===== src/kps_defines.svh =====
// Constants for the pointer decrement and key search command block
//
// What this block does
// - Decrement command lowers pointer by exactly one
// - First byte of chip moves to previous last_usable_address
// - Status raised on decrement at array's very first byte
// - Pointer left unchanged on that underflow
// - Search command takes exactly key-length key bytes
// - Key bytes stored in buffer at memory end
// - Search starts once last key byte arrives
// - Equal key: pointer to record, status low
// - No equal key: next higher record, status high
// - Duplicates: earliest record in cascade chosen
// - Bare repeat search advances then compares again
// - Other commands except restore end repeat mode
// - Key length lies from one to 255
`ifndef KPS_DEFINES_SVH
`define KPS_DEFINES_SVH

// Opcodes
`define KPS_OP_DEC      8'h02
`define KPS_OP_SRCH     8'h03
`define KPS_OP_RSTR     8'h0b

// Address layout
`define KPS_LOC_W       16
`define KPS_CHIP_W      4
`define KPS_BUF_END     16'hffff
`define KPS_MAX_KEY     255

// Reset values
`define KPS_PTR_RST     16'h0000
`define KPS_CHIP_RST    4'h0

`endif


===== src/kps_pkg.sv =====
// Types for the pointer decrement and key search command block
`include "kps_defines.svh"
package kps_pkg;

    typedef enum logic [2:0] {
        ST_IDLE,
        ST_KEY,
        ST_ADV,
        ST_RD,
        ST_CMP
    } state_e;

    typedef struct packed {
        state_e                            st;
        logic [`KPS_CHIP_W-1:0]            pchip;
        logic [`KPS_LOC_W-1:0]             ploc;
        logic                              status;
        logic                              rpt;
        logic                              done;
        logic [7:0]                        kcnt;
        logic [`KPS_CHIP_W-1:0]            rchip;
        logic [`KPS_LOC_W-1:0]             roff;
        logic [7:0]                        bidx;
        logic                              bwe;
        logic [`KPS_LOC_W-1:0]             baddr;
        logic [7:0]                        bdata;
        logic                              oth_v;
        logic [7:0]                        oth_b;
        logic [`KPS_MAX_KEY-1:0][7:0]      key;
    } state_s;

endpackage


===== src/kps_ptr_dec.sv =====
// Pointer decrement step with chip crossing and underflow detect
`timescale 1ns/1ps
module kps_ptr_dec #(
    parameter int CHIP_W = 4,
    parameter int LOC_W  = 16
) (
    // Current pointer
    input  wire logic [CHIP_W-1:0] chip,
    input  wire logic [LOC_W-1:0]  loc,
    // Last usable byte of each chip
    input  wire logic [LOC_W-1:0]  last_addr,
    // Next pointer
    output logic      [CHIP_W-1:0] chip_next,
    output logic      [LOC_W-1:0]  loc_next,
    output logic                   underflow
);

    // One step back; from byte 0, into the preceding chip at its last usable byte
    always_comb begin
        underflow = 1'b0;
        chip_next = chip;
        loc_next  = loc - 1'b1;
        if (loc == '0) begin
            if (chip == '0) begin
                underflow = 1'b1;
                loc_next  = loc;
            end else begin
                chip_next = chip - 1'b1;
                loc_next  = last_addr;
            end
        end
    end

endmodule


===== src/kps_core.sv =====
// Command execution for pointer decrement and key search
`timescale 1ns/1ps
`include "kps_defines.svh"
module kps_core #(
    parameter int NCHIP = 16
) (
    // Clock and reset
    input  wire logic                   CLK,
    input  wire logic                   RSTN,
    // Host byte port
    input  wire logic                   CMD_VALID,
    input  wire logic                   CMD_IS_CMD,
    input  wire logic [7:0]             CMD_BYTE,
    output logic                        CMD_READY,
    // Commands for other logic
    output logic                        OTHER_VALID,
    output logic [7:0]                  OTHER_BYTE,
    // Record format from setup
    input  wire logic [7:0]             KEY_LEN,
    input  wire logic [7:0]             PTR_LEN,
    input  wire logic [`KPS_LOC_W-1:0]  LAST_ADDR,
    // Key buffer write, broadcast to all chips
    output logic                        BUF_WE,
    output logic [`KPS_LOC_W-1:0]       BUF_ADDR,
    output logic [7:0]                  BUF_WDATA,
    // Record memory read
    output logic [`KPS_CHIP_W-1:0]      RD_CHIP,
    output logic [`KPS_LOC_W-1:0]       RD_ADDR,
    input  wire logic [7:0]             RD_DATA,
    // Results
    output logic [`KPS_CHIP_W-1:0]      PTR_CHIP,
    output logic [`KPS_LOC_W-1:0]       PTR_LOC,
    output logic                        STATUS,
    output logic                        DONE,
    output logic                        REPEAT_MODE
);

    ////////////////////////////////////////////////////////////////////////
    // State and helpers

    kps_pkg::state_s                r_reg;
    kps_pkg::state_s                r_next;
    logic [`KPS_CHIP_W-1:0]         dec_chip;
    logic [`KPS_LOC_W-1:0]          dec_loc;
    logic                           dec_uf;
    logic [`KPS_LOC_W-1:0]          rec_len;
    logic [`KPS_LOC_W-1:0]          off_next;
    logic                           is_cmd;
    logic                           is_data;
    logic [7:0]                     key_byte;

    // Record ends at or below the last usable byte
    function automatic logic fits(input logic [`KPS_LOC_W-1:0] off,
                                  input logic [`KPS_LOC_W-1:0] len,
                                  input logic [`KPS_LOC_W-1:0] last);
        logic [`KPS_LOC_W:0] end_b;
        end_b = {1'b0, off} + {1'b0, len} - 1'b1;
        return end_b <= {1'b0, last};
    endfunction

    kps_ptr_dec #(
        .CHIP_W    (`KPS_CHIP_W),
        .LOC_W     (`KPS_LOC_W)
    ) u_dec (
        .chip      (r_reg.pchip),
        .loc       (r_reg.ploc),
        .last_addr (LAST_ADDR),
        .chip_next (dec_chip),
        .loc_next  (dec_loc),
        .underflow (dec_uf)
    );

    // Decoded inputs and record stride
    assign is_cmd   = CMD_VALID && CMD_IS_CMD && r_reg.st == kps_pkg::ST_IDLE;
    assign is_data  = CMD_VALID && !CMD_IS_CMD && r_reg.st == kps_pkg::ST_KEY;
    assign rec_len  = {8'h00, KEY_LEN} + {8'h00, PTR_LEN};
    assign off_next = r_reg.roff + rec_len;
    assign key_byte = r_reg.key[r_reg.bidx];

    ////////////////////////////////////////////////////////////////////////
    // Command sequencer

    always_comb begin
        r_next       = r_reg;
        r_next.done  = 1'b0;
        r_next.bwe   = 1'b0;
        r_next.oth_v = 1'b0;
        case (r_reg.st)
            kps_pkg::ST_IDLE: begin
                if (is_cmd) begin
                    if (CMD_BYTE == `KPS_OP_DEC) begin
                        r_next.rpt    = 1'b0;
                        r_next.status = dec_uf;
                        r_next.pchip  = dec_chip;
                        r_next.ploc   = dec_loc;
                        r_next.done   = 1'b1;
                    end else if (CMD_BYTE == `KPS_OP_SRCH) begin
                        if (r_reg.rpt) begin
                            r_next.rchip = r_reg.pchip;
                            r_next.roff  = r_reg.ploc;
                            r_next.st    = kps_pkg::ST_ADV;
                        end else begin
                            r_next.kcnt = 8'h00;
                            r_next.st   = kps_pkg::ST_KEY;
                        end
                    end else begin
                        if (CMD_BYTE != `KPS_OP_RSTR) begin
                            r_next.rpt = 1'b0;
                        end
                        r_next.oth_v = 1'b1;
                        r_next.oth_b = CMD_BYTE;
                    end
                end
            end
            kps_pkg::ST_KEY: begin
                if (is_data) begin
                    r_next.key[r_reg.kcnt] = CMD_BYTE;
                    r_next.bwe   = 1'b1;
                    r_next.bdata = CMD_BYTE;
                    r_next.baddr = `KPS_BUF_END - {8'h00, KEY_LEN} + 1'b1
                                   + {8'h00, r_reg.kcnt};
                    r_next.kcnt  = r_reg.kcnt + 1'b1;
                    if (r_reg.kcnt == KEY_LEN - 1'b1) begin
                        r_next.rchip = '0;
                        r_next.roff  = '0;
                        r_next.bidx  = 8'h00;
                        r_next.st    = kps_pkg::ST_RD;
                    end
                end
            end
            kps_pkg::ST_ADV: begin
                r_next.bidx = 8'h00;
                r_next.st   = kps_pkg::ST_RD;
                if (fits(off_next, rec_len, LAST_ADDR)) begin
                    r_next.roff = off_next;
                end else if (r_reg.rchip != `KPS_CHIP_W'(NCHIP - 1)) begin
                    r_next.rchip = r_reg.rchip + 1'b1;
                    r_next.roff  = '0;
                end else begin
                    r_next.status = 1'b1;
                    r_next.done   = 1'b1;
                    r_next.rpt    = 1'b1;
                    r_next.st     = kps_pkg::ST_IDLE;
                end
            end
            kps_pkg::ST_RD: begin
                if (fits(r_reg.roff, rec_len, LAST_ADDR)) begin
                    r_next.st = kps_pkg::ST_CMP;
                end else begin
                    r_next.status = 1'b1;
                    r_next.done   = 1'b1;
                    r_next.rpt    = 1'b1;
                    r_next.st     = kps_pkg::ST_IDLE;
                end
            end
            kps_pkg::ST_CMP: begin
                if (RD_DATA < key_byte) begin
                    r_next.st = kps_pkg::ST_ADV;
                end else if (RD_DATA > key_byte) begin
                    r_next.pchip  = r_reg.rchip;
                    r_next.ploc   = r_reg.roff;
                    r_next.status = 1'b1;
                    r_next.done   = 1'b1;
                    r_next.rpt    = 1'b1;
                    r_next.st     = kps_pkg::ST_IDLE;
                end else if (r_reg.bidx == KEY_LEN - 1'b1) begin
                    r_next.pchip  = r_reg.rchip;
                    r_next.ploc   = r_reg.roff;
                    r_next.status = 1'b0;
                    r_next.done   = 1'b1;
                    r_next.rpt    = 1'b1;
                    r_next.st     = kps_pkg::ST_IDLE;
                end else begin
                    r_next.bidx = r_reg.bidx + 1'b1;
                    r_next.st   = kps_pkg::ST_RD;
                end
            end
            default: r_next.st = kps_pkg::ST_IDLE;
        endcase
    end

    // State register
    always_ff @(posedge CLK or negedge RSTN) begin
        if (!RSTN) begin
            r_reg       <= '0;
            r_reg.st    <= kps_pkg::ST_IDLE;
            r_reg.pchip <= `KPS_CHIP_RST;
            r_reg.ploc  <= `KPS_PTR_RST;
        end else begin
            r_reg <= r_next;
        end
    end

    ////////////////////////////////////////////////////////////////////////
    // Outputs

    assign CMD_READY   = r_reg.st == kps_pkg::ST_IDLE
                         || r_reg.st == kps_pkg::ST_KEY;
    assign OTHER_VALID = r_reg.oth_v;
    assign OTHER_BYTE  = r_reg.oth_b;
    assign BUF_WE      = r_reg.bwe;
    assign BUF_ADDR    = r_reg.baddr;
    assign BUF_WDATA   = r_reg.bdata;
    assign RD_CHIP     = r_reg.rchip;
    assign RD_ADDR     = r_reg.roff + {8'h00, r_reg.bidx};
    assign PTR_CHIP    = r_reg.pchip;
    assign PTR_LOC     = r_reg.ploc;
    assign STATUS      = r_reg.status;
    assign DONE        = r_reg.done;
    assign REPEAT_MODE = r_reg.rpt;

    ////////////////////////////////////////////////////////////////////////
    // Assertions

    AST_DEC_STEP: assert property (
        @(posedge CLK) disable iff (!RSTN)
        is_cmd && CMD_BYTE == `KPS_OP_DEC && r_reg.ploc != '0
        |=> DONE && !STATUS && PTR_LOC == $past(r_reg.ploc) - 1'b1
            && $stable(PTR_CHIP))
        else $error("decrement did not step by one");

    AST_DEC_CROSS: assert property (
        @(posedge CLK) disable iff (!RSTN)
        is_cmd && CMD_BYTE == `KPS_OP_DEC && r_reg.ploc == '0
        && r_reg.pchip != '0
        |=> PTR_LOC == $past(LAST_ADDR)
            && PTR_CHIP == $past(r_reg.pchip) - 1'b1)
        else $error("decrement did not cross into previous chip");

    AST_DEC_UF_STAT: assert property (
        @(posedge CLK) disable iff (!RSTN)
        is_cmd && CMD_BYTE == `KPS_OP_DEC && r_reg.ploc == '0
        && r_reg.pchip == '0 |=> STATUS && DONE)
        else $error("underflow status missing");

    AST_DEC_UF_HOLD: assert property (
        @(posedge CLK) disable iff (!RSTN)
        is_cmd && CMD_BYTE == `KPS_OP_DEC && r_reg.ploc == '0
        && r_reg.pchip == '0 |=> $stable(PTR_LOC) && $stable(PTR_CHIP))
        else $error("pointer moved on underflow");

    AST_KEY_STORE: assert property (
        @(posedge CLK) disable iff (!RSTN)
        is_data |=> BUF_WE && BUF_WDATA == $past(CMD_BYTE)
            && BUF_ADDR == `KPS_BUF_END - {8'h00, $past(KEY_LEN)}
               + 1'b1 + {8'h00, $past(r_reg.kcnt)})
        else $error("key byte not written to buffer end");

    AST_KEY_LAST: assert property (
        @(posedge CLK) disable iff (!RSTN)
        is_data && r_reg.kcnt == KEY_LEN - 1'b1
        |=> r_reg.st == kps_pkg::ST_RD && RD_CHIP == '0
            && RD_ADDR == '0)
        else $error("search did not start after last key byte");

    AST_KEY_WAIT: assert property (
        @(posedge CLK) disable iff (!RSTN)
        is_data && r_reg.kcnt != KEY_LEN - 1'b1
        |=> r_reg.st == kps_pkg::ST_KEY)
        else $error("search started before all key bytes");

    AST_MATCH: assert property (
        @(posedge CLK) disable iff (!RSTN)
        r_reg.st == kps_pkg::ST_CMP && RD_DATA == key_byte
        && r_reg.bidx == KEY_LEN - 1'b1
        |=> DONE && !STATUS && REPEAT_MODE
            && PTR_LOC == $past(r_reg.roff))
        else $error("match not reported");

    AST_MISS: assert property (
        @(posedge CLK) disable iff (!RSTN)
        r_reg.st == kps_pkg::ST_CMP && RD_DATA > key_byte
        |=> DONE && STATUS && PTR_CHIP == $past(r_reg.rchip))
        else $error("next higher record not reported");

    AST_RPT_GO: assert property (
        @(posedge CLK) disable iff (!RSTN)
        is_cmd && CMD_BYTE == `KPS_OP_SRCH && REPEAT_MODE
        |=> r_reg.st == kps_pkg::ST_ADV
        ##1 ({RD_CHIP, RD_ADDR} != $past({PTR_CHIP, PTR_LOC}, 2) || DONE))
        else $error("repeat search did not advance");

    AST_RPT_END: assert property (
        @(posedge CLK) disable iff (!RSTN)
        is_cmd && CMD_BYTE != `KPS_OP_SRCH && CMD_BYTE != `KPS_OP_RSTR
        |=> !REPEAT_MODE)
        else $error("repeat mode not ended");

    AST_RPT_KEEP: assert property (
        @(posedge CLK) disable iff (!RSTN)
        is_cmd && CMD_BYTE == `KPS_OP_RSTR |=> $stable(REPEAT_MODE))
        else $error("restore changed repeat mode");

endmodule


===== config.mk =====
export PLATFORM = sky130hd
export DESIGN_NAME = kps_core
export DESIGN_NICKNAME = d
export VERILOG_FILES = /design/src/kps_pkg.sv /design/src/kps_ptr_dec.sv /design/src/kps_core.sv
export VERILOG_INCLUDE_DIRS = /design/src
export SDC_FILE = /design/constraint.sdc
export NUM_CORES = 2
export LEC_CHECK = 0
export BUFFER_PORTS_ARGS = -buffer_cell sky130_fd_sc_hd__buf_2
export CAP_MARGIN = 20
export CORE_ASPECT_RATIO = 0.9
export CORE_UTILIZATION = 30
export CTS_CLUSTER_DIAMETER = 150
export DETAILED_ROUTE_END_ITERATION = 7
export REMOVE_ABC_BUFFERS = 1
export SYNTH_ARGS = -nofsm -noshare
export SYNTH_HDL_FRONTEND = slang
export SYNTH_SLANG_ARGS = --single-unit

===== constraint.sdc =====
create_clock -name CLK -period 21.3 [get_ports CLK]
set_input_delay 0 -clock CLK [delete_from_list [all_inputs] [get_ports CLK]]
set_output_delay 0 -clock CLK [all_outputs]
set_load 0.01 [all_outputs]

Yosys cells after proc, flatten, opt, wreduce, memory -nomap -nowiden

Index checks and enable logic that the tools add are counted.
Widths: inputs -> output; s select.

Bits of input ports: 52
Register bits after elaboration: 2136

Equality and inequality tests: 32
Muxes and demuxes: 56
Reductions and logical operators: 26
Bitwise operators: 2
Magnitude comparators: 7
$add $sub $neg: 16

Operator list:

| cell                  | count |
|---|---|
| $bwmux 2040           | 1 |
| $mux 28               | 3 |
| $bmux 8 s8            | 1 |
| $demux 8 s8           | 1 |
| $mux 61               | 1 |
| $pmux 20 s3           | 1 |
| $mux 54               | 1 |
| $mux 16               | 3 |
| $mux 8                | 6 |
| $mux 23               | 2 |
| $mux 20               | 2 |
| $pmux 20 s2           | 1 |
| $mux 9                | 4 |
| $add 16x9->17         | 2 |
| $le 17x16->1          | 2 |
| $sub 17x1->17 const B | 2 |
| $mux 3                | 9 |
| $mux 26               | 1 |
| $ne 2x2->1 const B    | 13 |
| $mux 25               | 1 |
| $pmux 8 s3            | 1 |
| $mux 21               | 1 |
| $lt 8x9->1 const B    | 2 |
| $reduce_and 6->1      | 3 |
| other kinds (46)      | 75 |

Depth between registers and ports, before layout

Depth after elaboration: 7
Gate-level depth with buffers: 37
Depth with buffers taken out: 36

Hierarchy

Synthesis repeated with hierarchy kept, for this count alone.

Cell total of the unflattened synthesis: 6791
Area, all modules: 101997.8 sq um

By module, submodules not included:

| module      | instances | sequential area each (sq um) | cells each | area an instance (sq um) |
|---|---|---|---|---|
| kps_core    | 1         | 53351.2                      | 6690       | 101334.7 |
| kps_ptr_dec | 1         | 0.0                          | 101        | 663.1 |

Worst setup path before layout

OpenSTA, ideal clock, no wires.

Path type: in2reg
Start point: input KEY_LEN[0]
End point: register r_reg[2082] (netlist bit)
Setup slack: 14.080 ns
Arrival time: 7.141 ns
Data required time: 21.221 ns
Setup time: 0.079 ns
Stages on the path: 37
Path through: ha_1 > inv_1 > fa_1 > inv_1 > a21oi_1 > o21bai_1 > xor2_1 > inv_1 > ha_1 > and3_1 > a221o_1 > or2_2 > a21o_1 > a21o_1 > xor2_1 > inv_1 > ha_1 > inv_1 > ha_1 > a21oi_1 > a2111oi_0 > o2111a_1 > a31o_1 > nor3_1 > o21ai_0 > xnor2_1 > ha_1 > nand4_1 > or4_1 > o21ai_0 > a21oi_1 > nor3b_1 > or4b_4 > a31o_4 > a21oi_4 > buf_12 > mux2i_1

Word-level cells in the longest chain between the ends: 7
Elaborated cells on any way between the ends: 12

RTL lines:

| what                                                             | RTL line        | RTL |
|---|---|---|
| from (decl)                                                      | kps_core.sv:19  | `input wire logic [7:0] KEY_LEN,` |
| $add 8x8->9                                                      | kps_core.sv:76  | `assign rec_len = {8'h00, KEY_LEN} + {8'h00, PTR_LEN};` |
| $add 16x9->16                                                    | kps_core.sv:77  | `assign off_next = r_reg.roff + rec_len;` |
| $add 16x9->17                                                    | kps_core.sv:57  | `end_b = {1'b0, off} + {1'b0, len} - 1'b1;` |
| $sub 17x1->17                                                    | kps_core.sv:57  |  |
| $le 17x16->1                                                     | kps_core.sv:58  | `return end_b <= {1'b0, last};` |
| $ne 3x3->1 (no source line) or $mux 16 (tied branches)           | --              |  |
| $reduce_and 8->1 (no source line) or $pmux 20 s3 (tied branches) | --              |  |
| to (signal assigned)                                             | kps_core.sv:190 | `r_reg <= r_next;` |
| to (decl)                                                        | kps_core.sv:41  | `kps_pkg::state_s r_reg;` |

Parallel ways exist; a longest one is shown, timed or not.
A chain may end at the register's enable or synchronous reset.

Worst setup path after layout

Start point: register r_reg[2074] (netlist bit)
End point: register r_reg, in the netlist STATUS

Word-level cells in the longest chain between the ends: 6
Elaborated cells on any way between the ends: 11

RTL lines:

| what                         | RTL line        | RTL |
|---|---|---|
| $bmux 8 s8                   | kps_core.sv:78  | `assign key_byte = r_reg.key[r_reg.bidx];` |
| $mux 8 (not written as such) | kps_core.sv:78  |  |
| $gt 8x8->1                   | kps_core.sv:159 | `end else if (RD_DATA > key_byte) begin` |
| $mux 26                      | kps_core.sv:159 |  |
| $mux 23                      | kps_core.sv:157 | `if (RD_DATA < key_byte) begin` |
| $pmux 3 s4                   | kps_core.sv:88  | `case (r_reg.st)` |

Parallel ways exist; a longest one is shown, timed or not. The select of a mux whose other input is x is not followed.

==> metrics.md <==
| Metric | Value |
|---|---|
| DRC | 0 |
| Gate Count Post-Synth | roughly 6700 |
| WL met3 | ~23 mm |
| Num rows | between 200 and 250 |
| DR WL met2 | approximately 130 mm |
| Final Hold Vio Count | 0 |
| Required @ worst endpoint | 22030 ps |
| PortBufs | roughly 130 |
| Area Overhead vs Synth | 12.9% |
| DPL Wire Length | 185 mm |
| Async SR Flop Fraction | 1.00 |
| Layout cells sized above 1 | 0.486 |
| # placed instances | around 11000 |
| Slew Limit Headroom | 0.223 |
| Finished Layout Cells | between 10000 and 15000 |
| Crit-path max cell delay | between 800 and 900 ps |
| RR Endpoint | STATUS |
| Largest register FFs | approximately 2100 |
| CTS Sinks | between 2000 and 2500 |
| Die area | 342000 um^2 |
| CP startpoint | r_reg[2074] |
| Most frequent cells in the layout | dfrtp_1, mux2_2, mux4_2 |
| GPL Wtd Cong | 0.840 |
| Number of synthesized flops with an enable pin | 0 |
| Tcrit/Tclk final | 0.451 |
| Starting Density | 0.302 |
| Initial antenna violation count | 36 |
| Root buffer cell | clkbuf_16 |
| Status | finished, final reports clean |
| CP startpoint kind | flop |
| GR Util All Layers | 0.168 |
| Vias per inst | 5.30 |
| Clock Skews | roughly 73 ps |
| Static leakage | roughly 53 nW |
| Netlist cell types | between 70 and 80 |
| Crit Path Category | flop to flop |
| CP arrival | roughly 10000 ps |
| Tmin final | roughly 9600 ps |
| Largest net degree at the start of global routing | 193 |
| Crit path max fanout | 44 |
| WL/cell | ~25 um |
| YS warnings | 0 |
| Most common cell after layout, fill and taps aside | dfrtp_1 |
| Die Wd | just over 600 um |
| Total Wirelength | a little under 300 mm |
| Avg Synthesized Cell Area | ~15 um^2 |
| Primary FF master, synth | dfrtp_1 |
| Total placed instance area | roughly 110000 um^2 |
| Highest routed metal layer | met5 |
| Worst r2r src | r_reg[2074] |
| Final Cell Area | ~120000 um^2 |
| First-pass GRT wire length | around 440 mm |
| Largest cells by area after synthesis | dfrtp_1, mux2_2, mux4_2, ha_1, clkbuf_1 |
| Worst path cell trace | buf_4 -> buf_4 -> buf_4 -> buf_4 -> mux4_2 -> mux4_2 -> mux4_2 -> mux4_2 -> inv_1 -> ha_1 -> a21o_1 -> a21o_1 -> a21oi_1 -> inv_1 -> o21ai_0 -> a21oi_2 -> nor2_1 -> o211ai_1 -> dlygate4sd3_1 |
| Skew-Pair Late Insertion Delay | roughly 890 ps |
| Layout Nets | between 6000 and 7000 |
| Grt ovf | 0 |
| Sequential fraction of the synthesis area | 0.523 |
| Worst setup endpoint | STATUS |
| Share of the synthesized area in the top cell type | 0.523 |
| DR vias | around 60000 |
| Drt first pass iters | 5 |
| CP max-delay cell | buf_4 |
| Core Footprint | roughly 340000 um^2 |
| # Max-Cap Violations | 0 |
| TritonCTS buffer count | ~210 |
| Reg clk slew, reported paths | approximately 60 ps |
| Met1 WL | approximately 130 mm |
| Critical Path End Type | flop |
| Fillers | approximately 32000 |
| Top Ports | 130 |
| Endpoints failing setup | 0 |
| Clock Tree Buf Depth | 4 |
| Die Y | ~550 um |
| Final max-slew violation count | 0 |
| Power Dens Cells | slightly below 90 nW/um^2 |
| RSZ-0062 raised after global routing | no |
| DR iter-0 viols | 5214 |
| H-tree depth | 4 |
| Setup slack, reg-to-reg | 11680 ps |
| VDD IR-drop max | 0.0768 mV |
| Top cell type by total area after synthesis | dfrtp_1 |
| CTS tree | done |
| #FFs+latches synth | about 2100 |
| R2R depth | 19 |
| FMAX | between 100 and 150 MHz |
| Worst Tran Pin Value | around 1200 ps |
| Mapped Area | 102000 um^2 |
| Type of the worst min-delay path | input pin to flop |
| Post-route ant nets | 0 |
| Vias in the first global route | 63100 |
## where the power goes
part / total (mW) / switching [mW] / internal, mW
combinational: 2.07 / 1.23 / 0.842
sequential: 4.36 / 0.156 / 4.21
clock: 3.82 / 1.62 / 2.20
total: 10.3 / 3.01 / 7.24
## cells in the mapped netlist (all sizes together) (3+ instances only)
library cell,count
o21bai,17
o21ai,80
mux2,2041
a211o,4
mux2i,25
mux4,672
dfrtp,2132
nand3,48
o21a,10
ha,133
xnor2,68
a2111oi,3
nor3b,4
nor2b,17
nand3b,3
nand4,24
a22o,7
or4,4
a21oi,64
or3,9
a22oi,16
xor2,24
nand2,134
o22ai,3
and2,9
nand2b,12
a21boi,5
o2bb2ai,3
a211oi,13
and3,10
a21o,27
fa,6
o31ai,12
nor2,313
o211ai,10
clkbuf,390
or2,7
a31oi,19
nor4,7
a32o,4
inv,143
nor3,27
buf,121
## worst min path at each step
stage	start	end	slack, ps	cells after the start
after global routing	CMD_BYTE[1]	r_reg[633]	100	3
after floorplan	RSTN	BUF_ADDR[0]	-300	0
after detailed placement	RSTN	r_reg[883]	80	1
final	CMD_BYTE[1]	r_reg[609]	120	3
after global placement	RSTN	r_reg[883]	70	1
after CTS	CMD_BYTE[1]	r_reg[609]	60	3
## routing by layer
layer,vias up,GRT usage
met4,6,0.0376
met1,33000,0.244
met3,401,0.0374
met5,-,0
li1,24900,-
met2,1969,0.253
## cell families after synthesis
logic type                 Yosys count  share of synthesized area
DFF                               2132                      0.523
buffers and inverters              654                     0.0263
and+or+nand+nor                    633                     0.0274
muxes                             2738                      0.376
xor gates and xnor gates            92                    0.00791
AOI/OAI and AO/OA                  320                     0.0209
adders and majority gates          139                     0.0175
## area by class of cell
class                   count  area (um^2)  share of cell area
flip-flops and latches   2132        53400               0.464
multi-input cells        3922        46000               0.399
clock buffers             306         6120              0.0532
well taps                4488         5620              0.0488
repair buffers            318         2600              0.0226
clock inverters            67          835             0.00725
inverters                 143          537             0.00467
diodes                      5         12.5            0.000109
## repair_timing
action,4_1_cts,5_1_grt
hold endpoints to repair,544,0
gates resized for setup,0,0
buffers inserted,0,0
hold buffers,52,0
## metrics by stage
| step | TNS [ps] | worst slack, ps | power (mW) | utilization | hold WS [ps] |
|---|---|---|---|---|---|
| finish | 0 | 11680 | 10.3 | 0.341 | 120 |
| global route | 0 | 11070 | 10.7 | 0.341 | 99.1 |
| CTS | 0 | 11570 | 10.3 | 0.341 | 65.0 |
| detailed placement | 0 | 11640 | 6.45 | 0.318 | 81.3 |
| global placement | 0 | 10560 | 6.39 | 0.318 | 68.7 |
| floorplan | -143290 | -4990 | 5.71 | - | -296 |
## critical path: cells and delay by family (launching register included)
kind / cells / cell delay, ps
buffers and inverters: 7 / 3820
DFF: 1 / 840
adders and majority gates: 1 / 240
muxes: 4 / 2170
AOI/OAI and AO/OA: 6 / 1880
and+or+nand+nor: 1 / 440
Power figures use the tool's default switching activity.
